`config.mk`:
```
export PLATFORM = sky130hd
export DESIGN_NAME = hpf_top
export DESIGN_NICKNAME = d
export VERILOG_FILES = /design/src/hw/hpf_pkg.sv /design/src/hw/hpf_slot_mem.sv /design/src/hw/hpf_top.sv
export SDC_FILE = /design/constraint.sdc
export NUM_CORES = 1
export LEC_CHECK = 0
export BUFFER_PORTS_ARGS = -buffer_cell sky130_fd_sc_hd__clkbuf_2
export CORE_ASPECT_RATIO = 0.8
export CORE_MARGIN = 1
export CORE_UTILIZATION = 45
export DETAILED_ROUTE_END_ITERATION = 8
export PLACE_DENSITY = 0.66
export SKIP_CTS_REPAIR_TIMING = 1
export SYNTH_ARGS = -nofsm -noshare
export SYNTH_HDL_FRONTEND = slang
export SYNTH_SLANG_ARGS = --single-unit
```
`constraint.sdc`:
```
create_clock -name pclk -period 5.2 [get_ports pclk]
set_input_delay 0.78 -clock pclk [delete_from_list [all_inputs] [get_ports pclk]]
set_output_delay 0.78 -clock pclk [all_outputs]
set_load 0.01 [all_outputs]
```
`src/hw/hpf_pkg.sv`:
```
package hpf_pkg;
  // ==========================================================
  // apb register map (byte addresses)
  localparam logic [7:0] A_CTRL = 8'h00;
  localparam logic [7:0] A_LOOP = 8'h04;
  localparam logic [7:0] A_OFFS = 8'h08;
  localparam logic [7:0] A_RTAMP = 8'h0C;
  localparam logic [7:0] A_OLCFG = 8'h10;
  localparam logic [7:0] A_STAT = 8'h14;
  localparam logic [7:0] A_DIAG = 8'h18;
  localparam logic [7:0] A_SLOT0 = 8'h20;
  localparam logic [7:0] A_SLOT7 = 8'h3C;
  // ==========================================================
  // control register fields
  localparam int B_GO = 0;
  localparam int B_MODE = 1;
  localparam int B_LIB = 3;
  localparam int B_FINE = 4;
  localparam int B_OL = 5;
  localparam int B_LRA = 6;
  localparam int B_SINE = 7;
  localparam int B_ABRK = 8;
  localparam int B_CALT = 9;
  localparam int B_SAMP = 11;
  localparam logic [12:0] CTRL_RST = 13'h0040;
  localparam logic [1:0] MODE_SEQ = 2'h0;
  localparam logic [1:0] MODE_RT = 2'h1;
  localparam logic [1:0] MODE_DIAG = 2'h2;
  localparam logic [1:0] MODE_CAL = 2'h3;
  localparam logic [1:0] CALT_TRIG = 2'h3;
  // loop register: two bits per slot, sequence count above
  localparam int B_MAINREP = 16;
  localparam logic [7:0] OLPER_RST = 8'h00;
  localparam logic [7:0] PEAK_RST = 8'hFF;
  // ==========================================================
  // timing
  localparam int CLK_PERIOD_NS = 4;
  localparam int MS_NS = 1000000;
  localparam int MS_CYCLES = MS_NS / CLK_PERIOD_NS;
  localparam logic [2:0] TICK_COARSE_MS = 3'h5;
  localparam logic [2:0] TICK_FINE_MS = 3'h1;
  localparam logic [3:0] WAIT_UNIT_MS = 4'hA;
  localparam logic [11:0] CAL_MS0 = 12'h096;
  localparam logic [11:0] CAL_MS1 = 12'h0FA;
  localparam logic [11:0] CAL_MS2 = 12'h1F4;
  localparam int SLOTS = 8;
  // ==========================================================
  typedef enum logic [3:0] {
    ST_IDLE, ST_SLOT_RD, ST_SLOT_EVAL, ST_SEG_REQ, ST_SEG_WAIT,
    ST_SEG_RUN, ST_PAUSE, ST_NEXT, ST_RT, ST_DIAG, ST_CAL
  } hpf_state_type;
endpackage

```
`src/hw/hpf_slot_mem.sv`:
```
`timescale 1ns/1ps
// eight sequence slots, registered read port
module hpf_slot_mem (
  input wire logic pclk,
  input wire logic presetn,
  input wire logic we,
  input wire logic [2:0] waddr,
  input wire logic [7:0] wdata,
  input wire logic [2:0] raddr,
  output logic [7:0] rdata_q
);
  import hpf_pkg::*;
  logic [7:0] mem_q [SLOTS];

  // cleared slots terminate the sequence at once
  always_ff @(posedge pclk or negedge presetn)
  begin
    if (!presetn)
    begin
      for (int i = 0; i < SLOTS; i++)
        mem_q[i] <= 8'h00;
      rdata_q <= 8'h00;
    end
    else
    begin
      if (we)
        mem_q[waddr] <= wdata;
      rdata_q <= mem_q[raddr];
    end
  end
endmodule

```
`src/hw/hpf_top.sv`:
```
`timescale 1ns/1ps
// Summary of operation
// - mode field picks sequencer, realtime, diagnostics or calibration
// - eight slots hold library effect indices
// - go bit or pin starts slot one
// - advance on nonzero slot, stop otherwise
// - identifiers one to 127 in low bits
// - msb set means pause of low bits times ten ms
// - each slot repeats by its count
// - whole sequence replays, then standby
// - four signed offsets stretch library times
// - extremes map to overdrive and brake
// - ticks five ms, one ms if fine
// - library select bit picks library
// - realtime amplitude streams until stop
// - lra tracks resonance unless open loop
// - open loop scales by peak limit
// - shape only for lra open loop
// - autobrake switches closed loop for brake
// - diagnostics set fault and impedance code
// - lra resyncs direction to existing motion
// - calibration time setting or trigger
// - calibration writes gain, sample raises it
module hpf_top #(
  parameter int unsigned MS_CYCLES = hpf_pkg::MS_CYCLES
) (
  input wire logic pclk,
  input wire logic presetn,
  input wire logic [7:0] paddr,
  input wire logic psel,
  input wire logic penable,
  input wire logic pwrite,
  input wire logic [31:0] pwdata,
  output logic [31:0] prdata,
  output logic pready,
  output logic pslverr,
  input wire logic trigger_interrupt_pin,
  output logic lib_seg_req,
  output logic [6:0] lib_effect_id,
  output logic [4:0] lib_seg_index,
  output logic library_select_bit,
  input wire logic lib_seg_valid,
  input wire logic [7:0] lib_seg_level,
  input wire logic [7:0] lib_seg_ticks,
  input wire logic lib_seg_ramp,
  input wire logic lib_seg_last,
  input wire logic [7:0] lib_eff_max,
  input wire logic [7:0] lib_eff_min,
  output logic drive_active,
  output logic [7:0] drive_level,
  output logic drive_ramp,
  output logic [8:0] drive_ramp_ticks,
  output logic closed_loop,
  output logic shape_sine,
  output logic [6:0] open_loop_period,
  output logic [7:0] overdrive_peak_limit,
  input wire logic motion_valid,
  input wire logic motion_dir,
  output logic drive_dir,
  output logic diag_start,
  input wire logic diag_done,
  input wire logic diag_open_short,
  input wire logic [7:0] diag_z,
  output logic cal_active,
  input wire logic cal_gain_valid,
  input wire logic [1:0] cal_gain,
  output logic [2:0] eff_fb_gain
);
  import hpf_pkg::*;
  // ==========================================================
  // registers and state
  hpf_state_type st_q;
  logic [12:0] ctrl_q;
  logic [18:0] loop_q;
  logic [31:0] offs_q;
  logic [7:0] rtamp_q, cur_scale_q;
  logic [1:0] feedback_amp_gain_q;
  logic diagnostic_fault_flag_q;
  logic [7:0] impedance_code_q;
  logic [2:0] idx_q;
  logic [1:0] slot_rep_q;
  logic [2:0] main_rep_q;
  logic [17:0] pre_q;
  logic [11:0] ms_q, tgt_q;
  logic trig_prev_q;
  logic [7:0] slot_rd;
  logic wr_en, go_wr, pin_rise, trig, busy;
  logic [1:0] mode;
  logic [31:0] rd_word;
  logic mapped;

  assign mode = ctrl_q[B_MODE +: 2];
  assign busy = (st_q != ST_IDLE);
  assign wr_en = psel & penable & pwrite & pready;
  assign go_wr = wr_en & (paddr == A_CTRL) & pwdata[B_GO];
  assign pin_rise = trigger_interrupt_pin & ~trig_prev_q;
  assign trig = go_wr | pin_rise;

  // adjusted tick count, clamped at zero
  function automatic logic [8:0] adj_ticks(input logic [7:0] t,
                                           input logic [7:0] o);
    logic signed [9:0] s;
    s = $signed({2'b00, t}) + $signed({{2{o[7]}}, o});
    adj_ticks = s[9] ? 9'h000 : s[8:0];
  endfunction

  // per slot repeat field
  function automatic logic [1:0] slot_rep(input logic [18:0] l,
                                          input logic [2:0] i);
    slot_rep = l[{i, 1'b0} +: 2];
  endfunction

  // ==========================================================
  // apb slave: one wait-free access, error on unmapped
  always_comb
  begin
    mapped = 1'b1;
    case (paddr)
      A_CTRL: rd_word = {19'h0, ctrl_q};
      A_LOOP: rd_word = {13'h0, loop_q};
      A_OFFS: rd_word = offs_q;
      A_RTAMP: rd_word = {24'h0, rtamp_q};
      A_OLCFG: rd_word = {16'h0, overdrive_peak_limit,
                          1'b0, open_loop_period};
      A_STAT: rd_word = {14'h0, feedback_amp_gain_q, impedance_code_q,
                         3'h0, diagnostic_fault_flag_q, idx_q, busy};
      A_DIAG: rd_word = {22'h0, feedback_amp_gain_q, cur_scale_q};
      default:
      begin
        rd_word = 32'h0;
        mapped = (paddr >= A_SLOT0) && (paddr <= A_SLOT7)
                 && (paddr[1:0] == 2'h0);
      end
    endcase
  end

  always_ff @(posedge pclk or negedge presetn)
  begin
    if (!presetn)
    begin
      pready <= 1'b0;
      prdata <= 32'h0;
      pslverr <= 1'b0;
    end
    else if (psel && !penable)
    begin
      pready <= 1'b1;
      prdata <= rd_word;
      pslverr <= ~mapped;
    end
    else
    begin
      pready <= 1'b0;
      pslverr <= 1'b0;
    end
  end

  // software settings; go bit is not stored
  always_ff @(posedge pclk or negedge presetn)
  begin
    if (!presetn)
    begin
      ctrl_q <= CTRL_RST;
      loop_q <= 19'h0;
      offs_q <= 32'h0;
      rtamp_q <= 8'h00;
      open_loop_period <= OLPER_RST[6:0];
      overdrive_peak_limit <= PEAK_RST;
      cur_scale_q <= 8'h00;
    end
    else if (wr_en)
    begin
      case (paddr)
        A_CTRL: ctrl_q <= {pwdata[12:1], 1'b0};
        A_LOOP: loop_q <= pwdata[18:0];
        A_OFFS: offs_q <= pwdata;
        A_RTAMP: rtamp_q <= pwdata[7:0];
        A_OLCFG:
        begin
          open_loop_period <= pwdata[6:0];
          overdrive_peak_limit <= pwdata[15:8];
        end
        A_DIAG: cur_scale_q <= pwdata[7:0];
        default: ;
      endcase
    end
  end

  // slot storage, written straight from the bus
  hpf_slot_mem u_slots (
    .pclk(pclk),
    .presetn(presetn),
    .we(wr_en && (paddr >= A_SLOT0) && (paddr <= A_SLOT7)),
    .waddr(paddr[4:2]),
    .wdata(pwdata[7:0]),
    .raddr(idx_q),
    .rdata_q(slot_rd)
  );

  // ==========================================================
  // millisecond timer shared by segments, pauses and calibration
  logic run_tmr, tmr_done;
  assign run_tmr = (st_q == ST_SEG_RUN) || (st_q == ST_PAUSE)
                   || (st_q == ST_CAL);
  assign tmr_done = (ms_q >= tgt_q);
  always_ff @(posedge pclk or negedge presetn)
  begin
    if (!presetn)
    begin
      pre_q <= 18'h0;
      ms_q <= 12'h0;
    end
    else if (!run_tmr)
    begin
      pre_q <= 18'h0;
      ms_q <= 12'h0;
    end
    else if (pre_q == 18'(MS_CYCLES - 1))
    begin
      pre_q <= 18'h0;
      ms_q <= ms_q + 12'h001;
    end
    else
      pre_q <= pre_q + 18'h00001;
  end

  // segment class from its level against the effect extremes
  logic [7:0] seg_ofs;
  logic [8:0] seg_adj;
  logic [2:0] tick_ms;
  logic is_brake;
  always_comb
  begin
    is_brake = 1'b0;
    if (lib_seg_level == lib_eff_max)
      seg_ofs = offs_q[7:0];
    else if (lib_seg_level == lib_eff_min)
    begin
      seg_ofs = offs_q[31:24];
      is_brake = 1'b1;
    end
    else if (!lib_seg_level[7])
      seg_ofs = offs_q[15:8];
    else
      seg_ofs = offs_q[23:16];
    seg_adj = adj_ticks(lib_seg_ticks, seg_ofs);
    tick_ms = ctrl_q[B_FINE] ? TICK_FINE_MS : TICK_COARSE_MS;
  end

  // calibration length; the trigger option runs until stopped
  logic [11:0] cal_ms;
  always_comb
  begin
    case (ctrl_q[B_CALT +: 2])
      2'h0: cal_ms = CAL_MS0;
      2'h1: cal_ms = CAL_MS1;
      2'h2: cal_ms = CAL_MS2;
      default: cal_ms = 12'hFFF;
    endcase
  end

  // ==========================================================
  // process sequencer
  logic in_brake_q, lib_seg_last_q;
  always_ff @(posedge pclk or negedge presetn)
  begin
    if (!presetn)
    begin
      st_q <= ST_IDLE;
      idx_q <= 3'h0;
      slot_rep_q <= 2'h0;
      main_rep_q <= 3'h0;
      tgt_q <= 12'h0;
      lib_seg_index <= 5'h0;
      in_brake_q <= 1'b0;
    end
    else if (trig && busy)
      st_q <= ST_IDLE;
    else
      case (st_q)
        ST_IDLE:
          if (trig)
          begin
            idx_q <= 3'h0;
            main_rep_q <= loop_q[B_MAINREP +: 3];
            slot_rep_q <= slot_rep(loop_q, 3'h0);
            tgt_q <= cal_ms;
            case (mode)
              MODE_SEQ: st_q <= ST_SLOT_RD;
              MODE_RT: st_q <= ST_RT;
              MODE_DIAG: st_q <= ST_DIAG;
              default: st_q <= ST_CAL;
            endcase
          end
        ST_SLOT_RD:
          st_q <= ST_SLOT_EVAL; // memory read latency
        ST_SLOT_EVAL:
        begin
          lib_seg_index <= 5'h0;
          tgt_q <= 12'(slot_rd[6:0] * WAIT_UNIT_MS);
          if (slot_rd == 8'h00)
            st_q <= ST_NEXT;
          else if (slot_rd[7])
            st_q <= ST_PAUSE;
          else
            st_q <= ST_SEG_REQ;
        end
        ST_SEG_REQ:
          st_q <= ST_SEG_WAIT;
        ST_SEG_WAIT:
          if (lib_seg_valid)
          begin
            tgt_q <= 12'(seg_adj * tick_ms);
            in_brake_q <= is_brake;
            st_q <= ST_SEG_RUN;
          end
        ST_SEG_RUN:
          if (tmr_done && lib_seg_last_q)
            st_q <= ST_PAUSE; // zero-length pause closes the effect
          else if (tmr_done)
          begin
            lib_seg_index <= lib_seg_index + 5'h01;
            st_q <= ST_SEG_REQ;
          end
        ST_PAUSE:
          if (tmr_done && (st_q == ST_PAUSE))
          begin
            if (slot_rep_q != 2'h0)
            begin
              slot_rep_q <= slot_rep_q - 2'h1;
              st_q <= ST_SLOT_RD;
            end
            else if (idx_q != 3'h7)
            begin
              idx_q <= idx_q + 3'h1;
              slot_rep_q <= slot_rep(loop_q, idx_q + 3'h1);
              st_q <= ST_SLOT_RD;
            end
            else
              st_q <= ST_NEXT;
          end
        ST_NEXT:
          if (main_rep_q != 3'h0 && !(idx_q == 3'h0 && slot_rd == 8'h00))
          begin
            main_rep_q <= main_rep_q - 3'h1;
            idx_q <= 3'h0;
            slot_rep_q <= slot_rep(loop_q, 3'h0);
            st_q <= ST_SLOT_RD;
          end
          else
            st_q <= ST_IDLE;
        ST_RT:
          if (mode != MODE_RT)
            st_q <= ST_IDLE;
        ST_DIAG:
          if (diag_done)
            st_q <= ST_IDLE;
        ST_CAL:
          if (tmr_done && ctrl_q[B_CALT +: 2] != CALT_TRIG)
            st_q <= ST_IDLE;
        default:
          st_q <= ST_IDLE;
      endcase
  end

  // last flag kept with the running segment
  always_ff @(posedge pclk or negedge presetn)
  begin
    if (!presetn)
      lib_seg_last_q <= 1'b0;
    else if (st_q == ST_SEG_WAIT && lib_seg_valid)
      lib_seg_last_q <= lib_seg_last;
    else if (st_q == ST_SLOT_EVAL)
      lib_seg_last_q <= 1'b0;
  end

  // ==========================================================
  // library request and drive outputs
  logic ol, lra, brake_cl;
  logic [15:0] scaled;
  logic [7:0] amp, lib_seg_level_q;
  assign ol = ctrl_q[B_OL];
  assign lra = ctrl_q[B_LRA];
  assign brake_cl = ol & ctrl_q[B_ABRK] & in_brake_q
                    & (st_q == ST_SEG_RUN);
  assign amp = (st_q == ST_RT) ? rtamp_q : lib_seg_level_q;
  assign scaled = amp * overdrive_peak_limit;

  always_ff @(posedge pclk or negedge presetn)
  begin
    if (!presetn)
    begin
      lib_seg_req <= 1'b0;
      lib_effect_id <= 7'h00;
      library_select_bit <= 1'b0;
      lib_seg_level_q <= 8'h00;
      drive_ramp <= 1'b0;
      drive_ramp_ticks <= 9'h000;
    end
    else
    begin
      lib_seg_req <= (st_q == ST_SEG_REQ);
      library_select_bit <= ctrl_q[B_LIB];
      if (st_q == ST_SLOT_EVAL)
        lib_effect_id <= slot_rd[6:0];
      if (st_q == ST_SEG_WAIT && lib_seg_valid)
      begin
        lib_seg_level_q <= lib_seg_level;
        drive_ramp <= lib_seg_ramp;
        drive_ramp_ticks <= seg_adj;
      end
    end
  end

  // open loop scales codes against the peak limit; rt skips offsets
  always_ff @(posedge pclk or negedge presetn)
  begin
    if (!presetn)
    begin
      drive_active <= 1'b0;
      drive_level <= 8'h00;
      closed_loop <= 1'b1;
      shape_sine <= 1'b0;
    end
    else
    begin
      drive_active <= (st_q == ST_SEG_RUN) || (st_q == ST_RT);
      drive_level <= (ol && !brake_cl) ? scaled[15:8] : amp;
      closed_loop <= ~ol | brake_cl;
      shape_sine <= ctrl_q[B_SINE] & lra & ol & ~brake_cl;
    end
  end

  // lra resync: follow motion at effect start, else default direction
  always_ff @(posedge pclk or negedge presetn)
  begin
    if (!presetn)
      drive_dir <= 1'b0;
    else if ((st_q == ST_SLOT_EVAL || (st_q == ST_IDLE && trig)) && lra)
      drive_dir <= motion_valid ? motion_dir : 1'b0;
  end

  // ==========================================================
  // diagnostics, calibration, trigger edge
  always_ff @(posedge pclk or negedge presetn)
  begin
    if (!presetn)
    begin
      trig_prev_q <= 1'b0;
      diag_start <= 1'b0;
      cal_active <= 1'b0;
      diagnostic_fault_flag_q <= 1'b0;
      impedance_code_q <= 8'h00;
      feedback_amp_gain_q <= 2'h0;
      eff_fb_gain <= 3'h0;
    end
    else
    begin
      trig_prev_q <= trigger_interrupt_pin;
      diag_start <= (st_q == ST_IDLE) && trig && (mode == MODE_DIAG);
      cal_active <= (st_q == ST_CAL);
      if (st_q == ST_DIAG && diag_done)
      begin
        diagnostic_fault_flag_q <= diag_open_short;
        impedance_code_q <= diag_z;
      end
      if (st_q == ST_CAL && cal_gain_valid)
        feedback_amp_gain_q <= cal_gain;
      else if (wr_en && paddr == A_DIAG)
        feedback_amp_gain_q <= pwdata[9:8];
      eff_fb_gain <= 3'(feedback_amp_gain_q + ctrl_q[B_SAMP +: 2]);
    end
  end

  // ==========================================================
  // checks
  a_seq_start: assert property (@(posedge pclk) disable iff (!presetn)
    (st_q == ST_IDLE && trig && mode == MODE_SEQ) |=> st_q == ST_SLOT_RD
    && idx_q == 3'h0) else $error("sequence did not start at slot one");
  a_stop_idle: assert property (@(posedge pclk) disable iff (!presetn)
    (busy && trig) |=> st_q == ST_IDLE ##1 !drive_active)
    else $error("stop trigger did not end playback");
  a_zero_stops: assert property (@(posedge pclk) disable iff (!presetn)
    (st_q == ST_SLOT_EVAL && slot_rd == 8'h00 && !trig) |=> st_q == ST_NEXT)
    else $error("zero slot did not end the pass");
  a_pause_len: assert property (@(posedge pclk) disable iff (!presetn)
    (st_q == ST_SLOT_EVAL && slot_rd[7] && !trig) |=>
    tgt_q == 12'($past(slot_rd[6:0]) * WAIT_UNIT_MS))
    else $error("pause length wrong");
  a_rt_level: assert property (@(posedge pclk) disable iff (!presetn)
    (st_q == ST_RT && !ol) |=> drive_level == $past(rtamp_q))
    else $error("realtime amplitude not passed through");
  a_shape_gate: assert property (@(posedge pclk) disable iff (!presetn)
    (!lra || !ol) |=> !shape_sine)
    else $error("shape applied outside lra open loop");
  a_fault_flag: assert property (@(posedge pclk) disable iff (!presetn)
    (st_q == ST_DIAG && diag_done && diag_open_short && !trig)
    |=> diagnostic_fault_flag_q ##1 st_q == ST_IDLE)
    else $error("diagnostic fault not reported");
  a_loop_mode: assert property (@(posedge pclk) disable iff (!presetn)
    (!ctrl_q[B_OL]) |=> closed_loop)
    else $error("closed loop dropped without open loop");
endmodule

```
[After elaboration in Yosys (flattened, before gate mapping)]
Index checks and enable logic that the tools add are counted.
W data, S select, Z words.
Word-level totals
  register bits: 317
  bits in latches: 0
  memory bits (writable): 0
  memory bits (read-only): 0
  input port bits: 96
  output and inout bits: 90
  logic and storage cells: 252
  memories: 0
Operators by class
  add/sub/neg operators: 8
  $mul: 3
  divide/modulo/power cells: 0
  magnitude comparators: 6
  eq/ne operators: 43
  shift-type cells: 1
  multiplexer cells: 66
  bitwise operators: 21
  reduce and logical (&&, ||, !) cells: 57
Operators by type and width (count)
  $pmux W32 S7: 1
  $pmux W12 S3: 2
  $bwmux W64: 1
  $mux W8: 8
  $mux W12: 4
  $pmux W4 S11: 1
  $mux W18: 2
  $mux W3: 12
  $mux W4: 9
  $bmux W8 S3: 1
  $demux W8 S3: 1
  $eq A8 B5 Y1 const B: 3
  $logic_and A1 B1 Y1: 20
  $shiftx A19 B5 Y2: 1
  $add A18 B1 Y18 const B: 1
  $eq A18 B18 Y1 const B: 1
  $ne A3 B3 Y1 const B: 6
  $eq A4 B3 Y1 const B: 4
  $eq A8 B4 Y1 const B: 2
  $eq A8 B8 Y1: 2
  $logic_not A8 Y1: 2
  $mul A8 B8 Y16: 1
  $mux W2: 7
  $ne A2 B2 Y1 const B: 7
  other kinds (50): 106

[Depth between registers and ports, before layout]
  word-level depth: 9
  mapped depth: 26

[Hierarchy]
From an unflattened synthesis, not the netlist that was laid out.
Unflattened totals
  cell total of the unflattened synthesis: 1625
  area total of the unflattened synthesis: 17889.7 um^2
By module, submodules not included
  hpf_top: times used 1, cells each 1445, area each 14696.6 um^2, sequential area each 6143.4 um^2
  hpf_slot_mem: times used 1, cells each 180, area each 3193.1 um^2, sequential area each 1801.7 um^2

[Least setup slack after synthesis]
No wires, ideal clock.
  path type: input to register
  start: input port lib_seg_level[0]
  end: register tgt_q[9]
  setup time: 0.077 ns
  arrival time: 5.457 ns
  data required time: 5.123 ns
  path slack: -0.334 ns
  stages: 26
  buffers on the path: 2
  cell sequence: xor2_1 -> nor4_1 -> and2_1 -> buf_2 -> clkbuf_1 -> nand2_1 -> o21ai_0 -> ha_1 -> a21o_1 -> a21oi_1 -> o21ai_0 -> a31oi_1 -> xnor2_1 -> or2_1 -> nor2_1 -> ha_1 -> ha_1 -> fa_1 -> a21o_1 -> a21oi_1 -> nor2b_1 -> o21a_1 -> nor2_1 -> xnor2_1 -> a22oi_1 -> a21oi_1
On the way
  word-level cells in the longest chain between the ends: 8
  elaborated cells between the ends (all ways): 9
  classes of those cells: add/sub (1); mul (1); eq/ne (2); mux (5)
RTL lines
  from (decl): RTL line hpf_top.sv:43  | input wire logic [7:0] lib_seg_level,
  $eq A8 B8 Y1: RTL line hpf_top.sv:237  | else if (lib_seg_level == lib_eff_min)
  $mux W8: RTL line hpf_top.sv:237
  $mux W8 (*): RTL line hpf_top.sv:235  | if (lib_seg_level == lib_eff_max)
  $add A9 B8 Y10 (*): RTL line hpf_top.sv:103  | s = $signed({2'b00, t}) + $signed({{2{o[7]}}, o});
  $mux W9 (*): RTL line hpf_top.sv:104  | adj_ticks = s[9] ? 9'h000 : s[8:0];
  $mul A9 B3 Y12 (*): RTL line hpf_top.sv:313  | tgt_q <= 12'(seg_adj * tick_ms);
  $mux W12 (*): RTL line hpf_top.sv:311  | if (lib_seg_valid)
  $pmux W12 S3 (*): RTL line hpf_top.sv:280  | case (st_q)
  to (signal assigned): RTL line hpf_top.sv:287  | tgt_q <= cal_ms;
  to (signal assigned): RTL line hpf_top.sv:300  | tgt_q <= 12'(slot_rd[6:0] * WAIT_UNIT_MS);
  to (signal assigned): RTL line hpf_top.sv:313
  to (decl): RTL line hpf_top.sv:84  | logic [11:0] ms_q, tgt_q;
Every way passes the cells marked *; elsewhere a longest branch is shown, timed or not. The select of a mux whose other input is x is not followed.
A chain may end at the register's enable or synchronous reset.

[Worst setup path in the final report]
  start: register st_q[1]
  end: register drive_level[7]
On the way
  word-level cells in the longest chain between the ends: 5
  elaborated cells between the ends (all ways): 8
  classes of those cells: mul (1); eq/ne (2); mux (2); bitwise (1); reduce/logical (2)
RTL lines
  from (decl): RTL line hpf_top.sv:72  | hpf_state_type st_q;
  from (signal assigned): RTL line hpf_top.sv:269  | st_q <= ST_IDLE;
  from (signal assigned): RTL line hpf_top.sv:278  | st_q <= ST_IDLE;
  from (signal assigned): RTL line hpf_top.sv:289  | MODE_SEQ: st_q <= ST_SLOT_RD;
  branches (longest 4 deep; another with $mul A8 B8 Y16)
  $mux W8 (*): RTL line hpf_top.sv:428  | drive_level <= (ol && !brake_cl) ? scaled[15:8] : amp;
  to (signal assigned): RTL line hpf_top.sv:428
  to (decl): RTL line hpf_top.sv:50  | output logic [7:0] drive_level,
Mark *: on every way between the ends.

==> flow_metrics.tcl <==
set metrics [dict create \
    reg2reg_to "drive_level[7]" \
    synth-async-reset-ratio_pct 100 \
    ant_nets 0 \
    grt_pass1_vias 13768 \
    crit_fanout 6 \
    dr_total_vias 13559 \
    arrival_ns 5.75 \
    dieArea_um2 40100 \
    final_nets 2112 \
    path_class "reg2reg" \
    clkSlewWorstSetupHoldPaths_ns 0.07 \
    wirelength_um 50000 \
    ys_ff_latch 317 \
    start_util_pct 46.0 \
    cts_tree "done" \
    drt_iter0_drc 1139 \
    htree_levels 2 \
    finalSetupViolCount 1 \
    antennaDiodeCount 0 \
    reg2reg_depth 22 \
    grt_overflow 0 \
    rr_startpoint "st_q[1]" \
    synthCells 1620 \
    slew_violations 0 \
    fin_crit_sh_pct 102 \
    fmax_ghz 0.189 \
    first_pass_iters 8 \
    grt_max_degree 120 \
    ios 186 \
    grt.total_usage_pct 25.2 \
    hpwl_um 36500 \
    avgSynthCellArea_um2 10.9 \
    ys_seq_area_share_pct 45.0 \
    worst_pin_slew_ns 1.24 \
    ys.flop_type "dfrtp_1" \
    drive_gt1_share_pct 34.0 \
    worstSetupStartpoint "st_q[1]" \
    synth-edff-count 0 \
    ir_drop_v 0.000206 \
    skew_ns 0.0252 \
    wl_per_cell_um 20.8 \
    power_density_nw_per_um2 326 \
    vias_per_cell 5.64 \
    synthesis.nets 1845 \
    die_x_um 224 \
    final_cells 2406 \
    io_buffers 185 \
    finalSetupTns_ns -0.0886 \
    grt_pass1_wl_um 77400 \
    power_mw 7.00 \
    finalCriticalPeriod_ns 5.29 \
    fin_ws_ns -0.0886 \
    relSlewSlack_pct 17.3 \
    die_h_um 179 \
    hold_violations 0 \
    hold_class "in2async" \
    maxCapViolCount 0 \
    grt_antenna_before_repair 0 \
    outcome "complete, but fails checks" \
    syn2layout_area_growth_pct 21.6 \
    drc 0 \
    worstSetupEndpoint "drive_level[7]" \
    cts_made_buffers 34 \
    syn_area_um2 17700 \
    num_rows 64 \
    fillers 3301 \
    root_buffer "clkbuf_16" \
    startpoint_type "flop" \
    rsz0062_at_grt "true" \
    clock_latency_ns 0.54 \
    fp.coreArea_um2 38400 \
    post-route-util_pct 55.9 \
    gp_congestion 0.887 \
    dpl.cell_count 2332 \
    violations "setup timing" \
    clock_sinks 317 \
    worstPathRequired_ns 5.67 \
    synth_warnings 0 \
    synth_cell_types 82 \
    power.leakage_nw 10.9 \
    rrSetupSlack_ns -0.09 \
    clk_path_buf_depth 3 \
    endpoint_kind "flop" \
]
-- worst min-delay path by stage --
stage | end | cells after the start | start
5_1_grt | trig_prev_q | 1 | trigger_interrupt_pin
3_5_place_dp | pre_q[0] | 1 | pre_q[0]
3_3_place_gp | library_select_bit | 0 | ctrl_q[3]
2_1_floorplan | library_select_bit | 0 | ctrl_q[3]
6_report | offs_q[29] | 1 | presetn
4_1_cts | trig_prev_q | 1 | trigger_interrupt_pin
-- metal layers --
metal  vias up  track usage, %  share of wire, %  wire [um]
met5         -               0              0.11         53
met4         2            8.08               2.9       1450
met3       104            5.98               7.9       3970
met2       466            39.0                44      22100
met1      6773            35.1                45      22400
li1       6214               -                 -          -
-- power breakdown --
part	switching [mW]	internal [mW]	leakage (nW)
clock network	1.04	1.56	0.585
logic	0.901	0.654	6.03
registers	0.169	2.67	4.30
total	2.11	4.88	10.9
-- through the flow --
step	hold WS, ns	area (um^2)	setup WS [ns]
global route	0.349	21500	-0.269
finish	0.302	21500	-0.0886
detailed placement	0.456	19800	-0.578
CTS	0.345	21000	-0.207
global placement	0.441	19800	-0.458
floorplan	0.368	17700	0.0143
-- sequential cells by signal, summed over array words and instances, names as in the netlist, 4 cells and up --
signal                flops
cur_scale_q               8
ctrl_q                   12
st_q                      4
overdrive_peak_limit      8
lib_seg_level_q           8
u_slots.rdata_q           8
pre_q                    18
lib_effect_id             7
loop_q                   19
open_loop_period          7
lib_seg_index             5
drive_level               8
offs_q                   32
tgt_q                    12
prdata                   32
rtamp_q                   8
impedance_code_q          8
drive_ramp_ticks          9
ms_q                     12
u_slots.mem_q            64
-- synth_stat cells (7+ instances only) --
cell type  number  area share (%)
dfrtp_1       307              43
nand2_1       210             4.5
mux2_2        175              11
inv_1         101             2.1
ha_1           90             6.4
nor2_1         90             1.9
o21ai_0        65             1.8
clkbuf_1       53             1.1
a21oi_1        44             1.2
fa_1           39             4.4
xor2_1         37             1.8
nand3_1        36             1.0
a22oi_1        27             1.1
and2_1         24            0.85
xnor2_1        22             1.1
a21o_1         20            0.85
mux4_2         20             2.5
nand2b_1       17            0.60
mux2i_1        16            0.91
nor3_1         16            0.45
o21ai_1        16            0.45
a221oi_1       11            0.55
a222oi_1       10            0.57
a22o_1         10            0.50
dfstp_2        10             1.5
buf_1           9            0.19
nor2b_1         9            0.32
or3_1           9            0.32
a31oi_1         8            0.28
mux2_1          8            0.51
nand4_1         7            0.25
-- cells by family after synthesis --
| kind of cell | share of synthesized area, % |
|---|---|
| flops | 45.0 |
| fa+ha+maj | 10.8 |
| mux | 15.4 |
| xor+xnor | 2.92 |
| simple gates | 12.5 |
| buf+inv | 3.74 |
| compound gates | 9.75 |
-- final cells by class --
cell class | instances | area [um^2] | share of cell area (%)
multi-input combinational | 1131 | 9460 | 44.0
sequential | 317 | 7950 | 37.0
timing repair buffer | 300 | 1890 | 8.79
clock buffer | 48 | 1000 | 4.68
tap | 495 | 619 | 2.88
inverter | 103 | 387 | 1.80
clock inverter | 12 | 185 | 0.862
-- layout by cell type, fill, tap and decap left out, drive strengths merged, types with 18 or more instances in the layout --
| cell | netlist | layout |
|---|---|---|
| mux2 | 185 | 185 |
| dfrtp | 307 | 307 |
| o21ai | 81 | 81 |
| nand3 | 36 | 36 |
| xnor2 | 22 | 22 |
| a21oi | 45 | 45 |
| fa | 39 | 39 |
| nor3 | 18 | 18 |
| mux4 | 20 | 20 |
| buf | 16 | 117 |
| and2 | 24 | 24 |
| xor2 | 37 | 37 |
| inv | 102 | 104 |
| a22oi | 27 | 27 |
| ha | 90 | 90 |
| nand2 | 211 | 211 |
| a21o | 20 | 20 |
| nor2 | 90 | 90 |
| clkbuf | 53 | 231 |
-- critical path: stages (launching register included) --
cell and delay (ns):
dfrtp_1 0.42, nor4b_4 0.32, buf_6 0.20, mux2_4 0.35, buf_6 0.13, and2_4 0.15
fa_2 0.35, inv_2 0.06, fa_1 0.40, inv_1 0.07, ha_1 0.23, inv_2 0.06
fa_1 0.42, inv_2 0.08, ha_4 0.19, a21o_1 0.16, a21oi_2 0.24, a2bb2oi_4 0.21
a31oi_4 0.12, and4_4 0.21, a2111oi_4 0.39, mux2_4 0.34, a21oi_2 0.10
No activity file was read; power rests on OpenSTA's default activity.
